$ cat src/design/sdc_consts.vh
`ifndef SDC_CONSTS_VH
`define SDC_CONSTS_VH
// ************************************************************
// command codes on row, column, write strobes
// ************************************************************
`define SDC_CMD_ACTIVATE   3'h3
`define SDC_CMD_READ       3'h5
`define SDC_CMD_WRITE      3'h4
`define SDC_CMD_TERMINATE  3'h6
`define SDC_CMD_PRECHARGE  3'h2
`define SDC_CMD_REFRESH    3'h1
`define SDC_CMD_MODE_LOAD  3'h0
`define SDC_CMD_NOP        3'h7
// ************************************************************
// mode word field positions
// ************************************************************
`define SDC_BL_LSB         0
`define SDC_BL_MSB         2
`define SDC_ORDER_BIT      3
`define SDC_LAT_LSB        4
`define SDC_LAT_MSB        6
`define SDC_OPM_LO_BIT     7
`define SDC_OPM_HI_BIT     8
`define SDC_WSINGLE_BIT    9
`define SDC_AP_BIT         10
// ************************************************************
// field encodings and reset values
// ************************************************************
`define SDC_BL_1           3'h0
`define SDC_BL_2           3'h1
`define SDC_BL_4           3'h2
`define SDC_BL_8           3'h3
`define SDC_BL_PAGE        3'h7
`define SDC_LAT_2          3'h2
`define SDC_LAT_3          3'h3
`define SDC_MODE_RESET     12'h020
`define SDC_PAGE_COLS      2048
`define SDC_BANKS          4
`endif

$ cat src/design/sdc_col_gen.v
`timescale 1ns/1ns
`include "sdc_consts.vh"
// ************************************************************
// burst column generator: start column plus step count
// ************************************************************
module sdc_col_gen (
  // burst setup
  input  wire [10:0] start_col,
  input  wire [2:0]  burst_len,
  input  wire        burst_order_bit,
  input  wire [10:0] step,
  // result
  output reg  [10:0] col
);
  reg [2:0]  low_mask;  // wrap field width
  reg [2:0]  seq_low;   // sequential low bits
  reg [2:0]  ilv_low;   // interleaved low bits
  reg [2:0]  low;

  // pick the block width and combine the start with the step
  always @* begin
    low_mask = 3'h0;
    seq_low  = start_col[2:0] + step[2:0];
    ilv_low  = start_col[2:0] ^ step[2:0];
    col      = start_col;
    case (burst_len)
      `SDC_BL_2: low_mask = 3'h1;
      `SDC_BL_4: low_mask = 3'h3;
      `SDC_BL_8: low_mask = 3'h7;
      default:   low_mask = 3'h0;
    endcase
    // burst of one ignores the order bit and keeps its column
    low = burst_order_bit ? ilv_low : seq_low;
    if (burst_len == `SDC_BL_PAGE) begin
      col = start_col + step;                                  // wraps in 2048
    end else begin
      col = (start_col & ~{8'h00, low_mask}) | ({8'h00, low} & {8'h00, low_mask});
    end
  end
endmodule // sdc_col_gen

$ cat src/design/sdc_fifo.v
`timescale 1ns/1ns
// ************************************************************
// fifo: parameterised width and depth, valid/ready both sides
// ************************************************************
module sdc_fifo #(
  parameter WIDTH = 36,
  parameter DEPTH = 16,
  parameter AW    = 4
) (
  // clock and reset
  input  wire             clk,
  input  wire             rst_n,
  // fill side
  input  wire             in_valid,
  output wire             in_ready,
  input  wire [WIDTH-1:0] in_data,
  // drain side
  output wire             out_valid,
  input  wire             out_ready,
  output wire [WIDTH-1:0] out_data
);
  reg [WIDTH-1:0] mem [0:DEPTH-1];  // storage
  reg [AW-1:0]    wr_ptr;           // write index
  reg [AW-1:0]    rd_ptr;           // read index
  reg [AW:0]      count;            // occupancy
  wire            push;
  wire            pop;

  assign in_ready  = (count != DEPTH[AW:0]);
  assign out_valid = (count != {(AW+1){1'b0}});
  assign out_data  = mem[rd_ptr];
  assign push      = in_valid & in_ready;
  assign pop       = out_valid & out_ready;

  // storage has no reset; only pointers and count carry control state
  always @(posedge clk) begin
    if (push) begin
      mem[wr_ptr] <= in_data;
    end
  end

  // pointers and occupancy
  always @(posedge clk or negedge rst_n) begin
    if (!rst_n) begin
      wr_ptr <= {AW{1'b0}};
      rd_ptr <= {AW{1'b0}};
      count  <= {(AW+1){1'b0}};
    end else begin
      if (push) begin
        wr_ptr <= (wr_ptr == DEPTH[AW-1:0] - 1'b1) ? {AW{1'b0}} : wr_ptr + 1'b1;
      end
      if (pop) begin
        rd_ptr <= (rd_ptr == DEPTH[AW-1:0] - 1'b1) ? {AW{1'b0}} : rd_ptr + 1'b1;
      end
      if (push & ~pop) begin
        count <= count + 1'b1;
      end else if (pop & ~push) begin
        count <= count - 1'b1;
      end
    end
  end
endmodule // sdc_fifo

$ cat src/design/sdc_top.v
`timescale 1ns/1ns
`include "sdc_consts.vh"
// Function
// - drive from n+m-1, valid at n+m; here drive and data start on the same edge
// - latency two or three clocks only
// - sequential or interleaved column ordering
// - low column bits start, wrap in block
// - full page wraps within 2048 columns
// - burst one ignores order bit
// - write single bit limits writes to one
// - deselected cycles register no command
// - no-operation leaves operations undisturbed
// - decode strobes into seven commands
// - activate opens row in bank
// - read column, optional auto precharge
// - write column, optional auto precharge
// - read mask high gives high-z later
// - mode word field layout
// - precharge one bank or all
// - write mask high keeps byte unchanged
// - refresh is auto or self by gate
module sdc_top #(
  parameter DW = 32,   // data width
  parameter MW = 4     // byte mask width
) (
  // clock and reset
  input  wire          CORE_CLK,
  input  wire          RESET_N,
  // command pins
  input  wire          CS_N,
  input  wire          RAS_N,
  input  wire          CAS_N,
  input  wire          WE_N,
  input  wire          CKE,
  input  wire [12:0]   ADDR,
  input  wire          BANK_SELECT_LO,
  input  wire          BANK_SELECT_HI,
  input  wire [MW-1:0] DQM,
  // data pins as three signals
  input  wire [DW-1:0] DQ_IN,
  output reg  [DW-1:0] DQ_OUT,
  output reg  [DW-1:0] DQ_OE,
  // array side: read data stream in through a fifo
  input  wire          ARR_RD_VALID,
  output reg           ARR_RD_READY,
  input  wire [DW-1:0] ARR_RD_DATA,
  // array side: access strobes
  output reg           ARR_READ,
  output reg           ARR_WRITE,
  output reg  [1:0]    ARR_BANK,
  output reg  [12:0]   ARR_ROW,
  output reg  [10:0]   ARR_COL,
  output reg  [DW-1:0] ARR_WDATA,
  output reg  [MW-1:0] ARR_BYTE_EN,
  // status
  output reg  [3:0]    ROW_OPEN,
  output reg           AUTO_REFRESH,
  output reg           SELF_REFRESH,
  output reg  [11:0]   MODE_WORD,
  output reg           LATENCY_BAD
);
  localparam BW = DW / MW;             // bits per byte lane
  localparam ST_IDLE  = 2'h0;          // no burst
  localparam ST_READ  = 2'h1;          // read burst
  localparam ST_WRITE = 2'h2;          // write burst

  // ************************************************************
  // reset release and pin synchronisers
  // ************************************************************
  reg        rst_s1, rst_s2;           // reset release chain
  wire       rst_n = rst_s2;
  reg [22+DW+MW-1:0] pin_s1;           // first stage, read by pin_s2 only
  reg [22+DW+MW-1:0] pin_s2;           // synchronised pins

  always @(posedge CORE_CLK or negedge RESET_N) begin
    if (!RESET_N) begin
      rst_s1 <= 1'b0;
      rst_s2 <= 1'b0;
    end else begin
      rst_s1 <= 1'b1;
      rst_s2 <= rst_s1;
    end
  end

  // pins pass two flops; the controller sees a fixed two-cycle skew
  always @(posedge CORE_CLK or negedge rst_n) begin
    if (!rst_n) begin
      pin_s1 <= {(22+DW+MW){1'b1}};
      pin_s2 <= {(22+DW+MW){1'b1}};
    end else begin
      pin_s1 <= {CS_N, RAS_N, CAS_N, WE_N, CKE, ADDR, BANK_SELECT_HI, BANK_SELECT_LO, DQM, DQ_IN, 2'h3};
      pin_s2 <= pin_s1;
    end
  end

  wire          s_cs_n = pin_s2[22+DW+MW-1];
  wire [2:0]    s_cmd  = pin_s2[22+DW+MW-2 -: 3];
  wire          s_cke  = pin_s2[22+DW+MW-5];
  wire [12:0]   s_addr = pin_s2[22+DW+MW-6 -: 13];
  wire [1:0]    s_bank = pin_s2[DW+MW+3 -: 2];
  wire [MW-1:0] s_dqm  = pin_s2[DW+MW+1 -: MW];
  wire [DW-1:0] s_dq   = pin_s2[DW+1 -: DW];

  // ************************************************************
  // command decode
  // ************************************************************
  // deselect registers nothing; nop decodes to no action
  wire sel     = ~s_cs_n;
  wire is_act  = sel & (s_cmd == `SDC_CMD_ACTIVATE);
  wire is_rd   = sel & (s_cmd == `SDC_CMD_READ);
  wire is_wr   = sel & (s_cmd == `SDC_CMD_WRITE);
  wire is_term = sel & (s_cmd == `SDC_CMD_TERMINATE);
  wire is_pre  = sel & (s_cmd == `SDC_CMD_PRECHARGE);
  wire is_ref  = sel & (s_cmd == `SDC_CMD_REFRESH);
  wire is_mrs  = sel & (s_cmd == `SDC_CMD_MODE_LOAD);

  // mode fields
  wire [2:0] bl_f   = MODE_WORD[`SDC_BL_MSB:`SDC_BL_LSB];
  wire       ord_f  = MODE_WORD[`SDC_ORDER_BIT];
  wire [2:0] lat_f  = MODE_WORD[`SDC_LAT_MSB:`SDC_LAT_LSB];
  wire       wsgl_f = MODE_WORD[`SDC_WSINGLE_BIT];
  // reserved latency codes fall back to three
  wire [1:0] lat    = (lat_f == `SDC_LAT_2) ? 2'h2 : 2'h3;

  // burst length in beats; single writes when write single bit set
  function [11:0] beats;
    input [2:0] code;
    begin
      case (code)
        `SDC_BL_1:    beats = 12'h001;
        `SDC_BL_2:    beats = 12'h002;
        `SDC_BL_4:    beats = 12'h004;
        `SDC_BL_8:    beats = 12'h008;
        `SDC_BL_PAGE: beats = 12'h800;
        default:      beats = 12'h001;
      endcase
    end
  endfunction

  // ************************************************************
  // burst state
  // ************************************************************
  reg [1:0]  state;                   // burst kind
  reg [11:0] left;                    // beats remaining
  reg [10:0] step;                    // beat index
  reg [10:0] start_col;               // start column
  reg [2:0]  cur_bl;                  // length code in use
  reg        cur_ord;                 // order in use
  reg        cur_ap;                  // auto precharge pending
  reg [1:0]  cur_bank;                // bank of burst
  reg [12:0] row_addr [0:3];          // open row per bank
  wire [10:0] gen_col;
  wire       new_col = is_rd | is_wr;
  wire [10:0] cmd_col = {s_addr[11], s_addr[9:0]};
  wire       burst_end = (state != ST_IDLE) & (left == 12'h001);

  sdc_col_gen u_col (
    .start_col       (start_col),
    .burst_len       (cur_bl),
    .burst_order_bit (cur_ord),
    .step            (step),
    .col             (gen_col)
  );

  // mode load, banks, refresh status
  always @(posedge CORE_CLK or negedge rst_n) begin
    if (!rst_n) begin
      MODE_WORD    <= `SDC_MODE_RESET;
      LATENCY_BAD  <= 1'b0;
      ROW_OPEN     <= 4'h0;
      AUTO_REFRESH <= 1'b0;
      SELF_REFRESH <= 1'b0;
    end else begin
      AUTO_REFRESH <= is_ref & s_cke;
      if (is_ref & ~s_cke) begin
        SELF_REFRESH <= 1'b1;
      end else if (s_cke) begin
        SELF_REFRESH <= 1'b0;
      end
      if (is_mrs) begin
        MODE_WORD   <= s_addr[11:0];
        LATENCY_BAD <= (s_addr[6:4] != `SDC_LAT_2) & (s_addr[6:4] != `SDC_LAT_3);
      end
      if (is_act) begin
        ROW_OPEN[s_bank] <= 1'b1;
      end else if (is_pre) begin
        if (s_addr[`SDC_AP_BIT]) begin
          ROW_OPEN <= 4'h0;
        end else begin
          ROW_OPEN[s_bank] <= 1'b0;
        end
      end
      // auto precharge closes the row at burst end, not in full page
      if (burst_end & cur_ap & ~new_col & (cur_bl != `SDC_BL_PAGE)) begin
        ROW_OPEN[cur_bank] <= 1'b0;
      end
    end
  end

  // row store has no reset; valid only while its bank is open
  always @(posedge CORE_CLK) begin
    if (is_act) begin
      row_addr[s_bank] <= s_addr;
    end
  end

  // burst sequencer; a new read or write cuts the old burst short
  always @(posedge CORE_CLK or negedge rst_n) begin
    if (!rst_n) begin
      state     <= ST_IDLE;
      left      <= 12'h000;
      step      <= 11'h000;
      start_col <= 11'h000;
      cur_bl    <= `SDC_BL_1;
      cur_ord   <= 1'b0;
      cur_ap    <= 1'b0;
      cur_bank  <= 2'h0;
    end else begin
      case (state)
        ST_IDLE, ST_READ, ST_WRITE: begin
          if (new_col) begin
            state     <= is_rd ? ST_READ : ST_WRITE;
            start_col <= cmd_col;
            step      <= 11'h000;
            cur_bank  <= s_bank;
            cur_ord   <= ord_f;
            cur_ap    <= s_addr[`SDC_AP_BIT];
            cur_bl    <= (is_wr & wsgl_f) ? `SDC_BL_1 : bl_f;
            left      <= (is_wr & wsgl_f) ? 12'h001 : beats(bl_f);
          end else if (is_term | burst_end) begin
            state <= ST_IDLE;
            left  <= 12'h000;
          end else if (state != ST_IDLE) begin
            left <= left - 12'h001;
            step <= step + 11'h001;
          end
        end
        default: state <= ST_IDLE;
      endcase
    end
  end

  // ************************************************************
  // array strobes
  // ************************************************************
  always @(posedge CORE_CLK or negedge rst_n) begin
    if (!rst_n) begin
      ARR_READ    <= 1'b0;
      ARR_WRITE   <= 1'b0;
      ARR_BANK    <= 2'h0;
      ARR_ROW     <= 13'h0000;
      ARR_COL     <= 11'h000;
      ARR_WDATA   <= {DW{1'b0}};
      ARR_BYTE_EN <= {MW{1'b0}};
    end else begin
      ARR_READ  <= (state == ST_READ) & ~is_term & ~new_col;
      ARR_WRITE <= (state == ST_WRITE) & ~is_term & ~new_col;
      ARR_BANK  <= cur_bank;
      ARR_ROW   <= row_addr[cur_bank];
      ARR_COL   <= gen_col;
      ARR_WDATA <= s_dq;
      ARR_BYTE_EN <= ~s_dqm;
    end
  end

  // ************************************************************
  // read return: fifo then latency pipe to the pins
  // ************************************************************
  wire          fo_valid;
  wire [DW-1:0] fo_data;
  wire          fi_ready;
  reg  [3:0]    rd_pipe;              // beat marker; array round trip adds two
  reg  [MW-1:0] dqm_d1, dqm_d2;       // mask two clocks on
  wire          beat_due = (lat == 2'h2) ? rd_pipe[2] : rd_pipe[3];

  sdc_fifo #(.WIDTH(DW), .DEPTH(16), .AW(4)) u_fifo (
    .clk       (CORE_CLK),
    .rst_n     (rst_n),
    .in_valid  (ARR_RD_VALID),
    .in_ready  (fi_ready),
    .in_data   (ARR_RD_DATA),
    .out_valid (fo_valid),
    .out_ready (beat_due),
    .out_data  (fo_data)
  );

  // drive begins on the same edge that loads the beat into DQ_OUT
  always @(posedge CORE_CLK or negedge rst_n) begin
    if (!rst_n) begin
      rd_pipe      <= 4'h0;
      dqm_d1       <= {MW{1'b1}};
      dqm_d2       <= {MW{1'b1}};
      DQ_OUT       <= {DW{1'b0}};
      ARR_RD_READY <= 1'b0;
    end else begin
      ARR_RD_READY <= fi_ready;
      rd_pipe <= {rd_pipe[2:0], (state == ST_READ) & ~is_term & ~new_col};
      dqm_d1  <= s_dqm;
      dqm_d2  <= dqm_d1;
      if (beat_due & fo_valid) begin
        DQ_OUT <= fo_data;
      end
    end
  end

  // per-lane enable: drive only when beat due and mask low
  genvar g;
  generate
    for (g = 0; g < MW; g = g + 1) begin : g_lane
      always @(posedge CORE_CLK or negedge rst_n) begin
        if (!rst_n) begin
          DQ_OE[g*BW +: BW] <= {BW{1'b0}};
        end else begin
          DQ_OE[g*BW +: BW] <= {BW{beat_due & ~dqm_d2[g]}};
        end
      end
    end
  endgenerate
endmodule // sdc_top

$ cat config.mk
export PLATFORM = sky130hd
export DESIGN_NAME = sdc_top
export DESIGN_NICKNAME = d
export VERILOG_FILES = /design/src/design/sdc_col_gen.v /design/src/design/sdc_fifo.v /design/src/design/sdc_top.v
export VERILOG_INCLUDE_DIRS = /design/src /design/src/design
export SDC_FILE = /design/constraint.sdc
export NUM_CORES = 1
export LEC_CHECK = 0
export ABC_AREA = 1
export CORE_MARGIN = 3
export CORE_UTILIZATION = 40
export DETAILED_ROUTE_END_ITERATION = 6
export DONT_BUFFER_PORTS = 1
export GPL_ROUTABILITY_DRIVEN = 0
export PLACE_DENSITY_LB_ADDON = 0.25
export SLEW_MARGIN = 10
export SYNTH_ARGS = -nofsm -noshare
export SYNTH_HDL_FRONTEND = slang
export SYNTH_HIERARCHICAL = 1
export SYNTH_SLANG_ARGS = --single-unit
$ cat constraint.sdc
create_clock -name CORE_CLK -period 7.9 [get_ports CORE_CLK]
set_input_delay 0.395 -clock CORE_CLK [delete_from_list [all_inputs] [get_ports CORE_CLK]]
set_output_delay 0.395 -clock CORE_CLK [all_outputs]
set_load 0.05 [all_outputs]
# After elaboration in Yosys (flattened, before gate mapping)
# Memories as Yosys holds them, arrays and structs flattened. A register that Yosys moved wholly into a read port is not among the register bits.
# Index checks and enable logic that the tools add are counted.
# op_classes
shifts	0
n_mul	0
eq_ne	27
bitwise	50
n_lt_le_gt_ge	4
n_mux	36
div	0
addsub	8
reduce_logical	16
# ops
cell	count
2-to-1 mux 12 bit	4
one-hot mux 12 bit (4 select lines)	1
2-to-1 mux 11 bit	4
AND 1 bit	27
2-to-1 mux 4 bit	6
equality test 3 x 2 -> 1 bit (second input constant)	7
equality test 3 bit (second input constant)	5
equality test 12 x 1 -> 1 bit (second input constant)	1
inverter 4 bit	3
subtractor 12 x 1 -> 12 bit (second input constant)	1
adder 11 x 1 -> 11 bit (second input constant)	1
adder 11 bit	1
AND 11 bit	1
inverter 3 -> 11 bit	1
OR 11 bit	1
2-to-1 mux 1 bit	10
2-to-1 mux 5 bit	2
inverter 1 bit	10
equality test 3 x 1 -> 1 bit (second input constant)	3
one-hot mux 3 bit (3 select lines)	1
adder 4 x 1 -> 4 bit (second input constant)	2
AND 4 bit	2
equality test 4 bit (second input constant)	2
2-to-1 mux 2 bit	4
27 further kinds	41
# totals
romBits	0
latch_bits	0
output_inout_bits	148
elab_cells	177
mem_count	2
ram_bits	564
reg_bits	257
input_bits	91
# mem_list
name	depth	word_bits	read_ports	rd_ports_with_merged_regs	wr	line	source
u_fifo.mem	16	32	1	1	1	sdc_fifo.v:22	reg [WIDTH-1:0] mem [0:DEPTH-1];
row_addr	4	13	1	1	1	sdc_top.v:151	reg [12:0] row_addr [0:3];

# Longest topological paths before layout
# depth
ltp_word	11
depth_mapped	17
ltp_nobuf	15

# Cells and area by module
# The synthesis kept the hierarchy.
# by_module_without_submodules
module	n_inst	area_each_um2	cells_each	seq_area_each_um2
sdc_fifo	1	23173.5	2309	15700.1
sdc_top	1	11723.7	906	8919.8
sdc_col_gen	1	758.2	148	0.0

# Worst setup path after synthesis
# No wires, ideal clock.
# synth_path
kind	register to register
from	register u_fifo.count[0]
to	memory u_fifo/mem[0][0] (netlist bit) (enable)
path_stages_with_launch	7
t_arrival_ps	2310
synth_period_minus_slack_ps	2731
setup_slack_ps	5169
path_buffers	0
required_ps	7479
setup_time_ps	421
path_cell_list	dfrtp_1 -> nor2_1 -> nand4_1 -> nand2_1 -> inv_1 -> nand2_1 -> nor2_1
# synth_between
elab_chain_len	4
# synth_rtl
item	line	source
start: declaration	sdc_fifo.v:25	reg [AW:0] count;
start signal: assignment	sdc_fifo.v:47	count <= {(AW+1){1'b0}};
start signal: assignment	sdc_fifo.v:56	count <= count + 1'b1;
start signal: assignment	sdc_fifo.v:58	count <= count - 1'b1;
!= test 5 bit	sdc_fifo.v:29	assign in_ready = (count != DEPTH[AW:0]);
net fi_ready	sdc_top.v:271	wire fi_ready;
AND 1 bit	sdc_fifo.v:32	assign push = in_valid & in_ready;
net u_fifo.push	sdc_fifo.v:26	wire push;
2-to-1 mux 1 bit	sdc_fifo.v:37	if (push) begin
2-to-1 mux 1 bit (implied by the code)	sdc_fifo.v:38	mem[wr_ptr] <= in_data;
end: declaration	sdc_fifo.v:22	
# The timed path passes the listed nets, and every way through them passes these cells.

# Worst setup path after layout
# layout_path
from	register MODE_WORD[5]
to	register u_fifo.count[4]
# layout_between
elab_chain_len	8
word_cells_on_any_way	10
classes_between	2 x eq/ne; 3 x mux; 4 x bitwise; 1 x reduce/logical
# layout_rtl
item	line	source
start: declaration	sdc_top.v:59	output reg [11:0] MODE_WORD,
start signal: assignment	sdc_top.v:168	MODE_WORD <= `SDC_MODE_RESET;
start signal: assignment	sdc_top.v:181	MODE_WORD <= s_addr[11:0];
equality test 3 x 2 -> 1 bit (no line) (*)	--	
2-to-1 mux 1 bit (*)	sdc_top.v:123	wire [1:0] lat = (lat_f == `SDC_LAT_2) ? 2'h2 : 2'h3;
equality test 2 bit (*)	sdc_top.v:274	wire beat_due = (lat == 2'h2) ? rd_pipe[2] : rd_pipe[3];
2-to-1 mux 1 bit (*)	sdc_top.v:274	
AND 1 bit (*)	sdc_fifo.v:33	assign pop = out_valid & out_ready;
inverter 1 bit	sdc_fifo.v:55	if (push & ~pop) begin
AND 1 bit	sdc_fifo.v:55	
2-to-1 mux 5 bit / nonzero test 2 bit (equally long branches)	--	
# Mark *: on every way between the ends. The rest lies on a longest branch, timed or not.
# A chain may end at the register's enable or synchronous reset.

==> impl_metrics.toml <==
[drt]
drcViolationCount = 0
first_pass_iters = 5
drt-total-wl_um = 81900
wl_per_cell_um = 17.6
ant_nets = 0
drt_iter0_drc = 1677
via_count = 22200
avgViaCountPerCell = 4.76

[pwr]
intPower_w = 0.00886
switchingPower_w = 0.00490
swShare_pct = 35.6
leakage_nw = 17.9
p_per_area_nw_per_um2 = 340
p_comb_share_pct = 22.8
clock_power_share_pct = 31.0
ir_drop_mv = 0.244
power_w = 0.0138
sequentialPowerShare_pct = 46.2

[timing]
hold_viol = 0
fmax_ghz = 0.298
finalSetupTns_ps = 0
period_share_pct = 42.5
fin_crit_ps = 3360
rsz0062_at_grt = "no"
setup_viol = 0
relSlewSlack_pct = 21.2
maxSlewViolCount = 0
fin_skew_ps = 25.2
fin_ws_ps = 4540
worstMarginPinSlew_ps = 1180

[logic_synthesis]
synth_enable_flop_cells = 564
synthFlopType = "edfxtp_1"
ys_seq_elements = 865
syn_nets = 3478
syn-instance-count = 3363
synth-async-reset-ratio_pct = 34.8
syn_area_sq_um = 35700
yosysSeqAreaShare_pct = 69.0
synth.avg_cell_area_sq_um = 10.6
ys_warn_count = 6
ys_types = 44

[clocking]
clkLatencyLatePin_ps = 640
cts_resized = 0
htreeDepth = 3
tritoncts = "built"
numCtsBuffers = 90
cts_buffer_depth = 3
clk_pin_slew_ps = 60
cts_sinks = 865
root_buffer = "clkbuf_16"

[final_layout]
layout_commonest_cell = "nand2_1"
area_growth_pct = 13.6
nets = 3539
drive_gt1_share_pct = 10.4
mostFrequentLayoutCells = "nand2_1, inv_1, edfxtp_1"
fin_cells = 4658
seq_area_sq_um = 24600
fill_cells = 7978
multi_input_area_sq_um = 7980
fin_area_sq_um = 40500

[grt]
grt_max_degree = 155
grt_overflow_total = 0
grt_pass1_wl_um = 128000
antenna_found_initial = 6
track_usage_pct = 17.6
grt_pass1_vias = 21300

[floorplan]
pin_count = 239
initial_core_util_pct = 40.7
die_height_um = 305
die_width_um = 305
rows = 108
dieArea_sq_um = 92800
core-area_sq_um = 87600

[worst_setup_path]
crit_path_end = "u_fifo/count[4]"
crit_path_end_kind = "register"
startpoint = "MODE_WORD[5]"
crit-reg2reg-launch = "MODE_WORD[5]"
ff2ff_path_depth = 13
reg2reg_slack_ps = 4540
worstPathRequired_ps = 8420
r2r_end = "u_fifo/count[4]"
cp-start-kind = "register"
path_class = "register to register"
cp.arrival_ps = 3880
cp_max_fo = 35

[placement]
hpwl_um = 44900
dpl_cell_area_sq_um = 36600
port_buffers = 0
place_inst = 4397
place_worst_setup_slack_ps = 4540

[outcome]
outcome = "finished clean"

[worst_hold_path]
hold_path_class = "input port to register"
hold_path.startpoint = "ARR_RD_VALID"

[run]
cap_violations = 0
[through the flow]
stage	hold WS (ps)	util (%)
final	152	46.3
after global routing	159	46.2
after CTS	103	46.2
after detailed placement	99.5	41.8
after global placement	99.5	41.8
after floorplan	99.4	-
[worst min-delay path by stage]
stage               depth (start not counted)                to  slack, ps
CTS                                         3  u_fifo/wr_ptr[0]        100
floorplan                                   0             rst_n        100
finish                                      2  u_fifo/wr_ptr[0]        150
detailed placement                          0            rst_s1        100
global placement                            0            rst_s1        100
global route                                2  u_fifo/wr_ptr[2]        160
[cells in the mapped netlist (all sizes together), types with 16 or more instances]
| master | n | share of area [%] |
|---|---|---|
| o21ai | 53 | 0.85 |
| a21oi | 16 | 0.22 |
| clkbuf | 20 | 0.21 |
| dfstp | 121 | 8.9 |
| nor2 | 87 | 1.1 |
| inv | 589 | 6.2 |
| ha | 22 | 0.77 |
| dfrtp | 180 | 13 |
| nand3 | 441 | 6.2 |
| nand2 | 1063 | 11 |
| edfxtp | 564 | 47 |
| buf | 136 | 2.5 |
[final cells by class]
cell class                 count  area share, %
clock buffer                 135           6.44
clock inverter                33           1.01
inverter                     589           5.50
timing repair buffer         125           2.90
tap                         1155           3.57
sequential                   865           60.9
multi-input combinational   1753           19.7
antenna                        3         0.0185
[power by group through the flow]
stage	sequential, W	clock (W)	combinational (W)
floorplan	0.00614	0	0.00256
global placement	0.00645	0	0.00305
detailed placement	0.00646	0	0.00308
CTS	0.00638	0.00437	0.00317
global route	0.00642	0.00458	0.00359
finish	0.00636	0.00426	0.00313
[kinds of logic (layout without fill, tap and decap cells)]
logic type	count (synthesis)	after routing	share of synthesized area, %
simple gates	1610	1610	18.9
flops	865	865	69.0
buf+inv	745	882	8.94
compound gates	100	100	1.75
fa+ha+maj	24	24	0.884
xor+xnor	17	17	0.418
other cells	1	4	0.0105
mux	1	1	0.0281
[state kept, by name, indices dropped and copies added (netlist names), 5 cells and up]
name and cells:
u_fifo/count 5, row_addr 52, start_col 11, pin_s1 56, u_fifo/mem 512, DQ_OUT 32, ARR_ROW 13, step 11
pin_s2 56, MODE_WORD 12, ARR_COL 11, left 12, ARR_WDATA 32
[critical path, cell delays in order (launching register included)]
cell and delay (ps):
dfstp_2 700, nand3b_1 170, nand2_1 90, o21a_2 120, buf_4 520, nand2_1 320
ha_1 300, inv_1 160, ha_1 300, or2_2 300, nand3_1 80, nand2_1 60
nand2_1 50, nand2_1 50
[what timing repair did]
item	4_1_cts	5_1_grt
hold buffers	90	0
endpoints found under the hold margin	570	0
setup buffers	0	0
setup endpoints to repair	0	0
[metal layers]
layer  wire length [um]  vias to the layer above  track usage (%)  part of all wire, %
met5                 55                        -                0                0.067
met4               1670                        8             4.72                  2.0
met3               4300                      131             3.08                  5.2
met2              39200                      513             29.0                   48
met1              36700                    10700             24.2                   45
li1                   -                    10800                -                    -
Power figures use the tool's default switching activity.
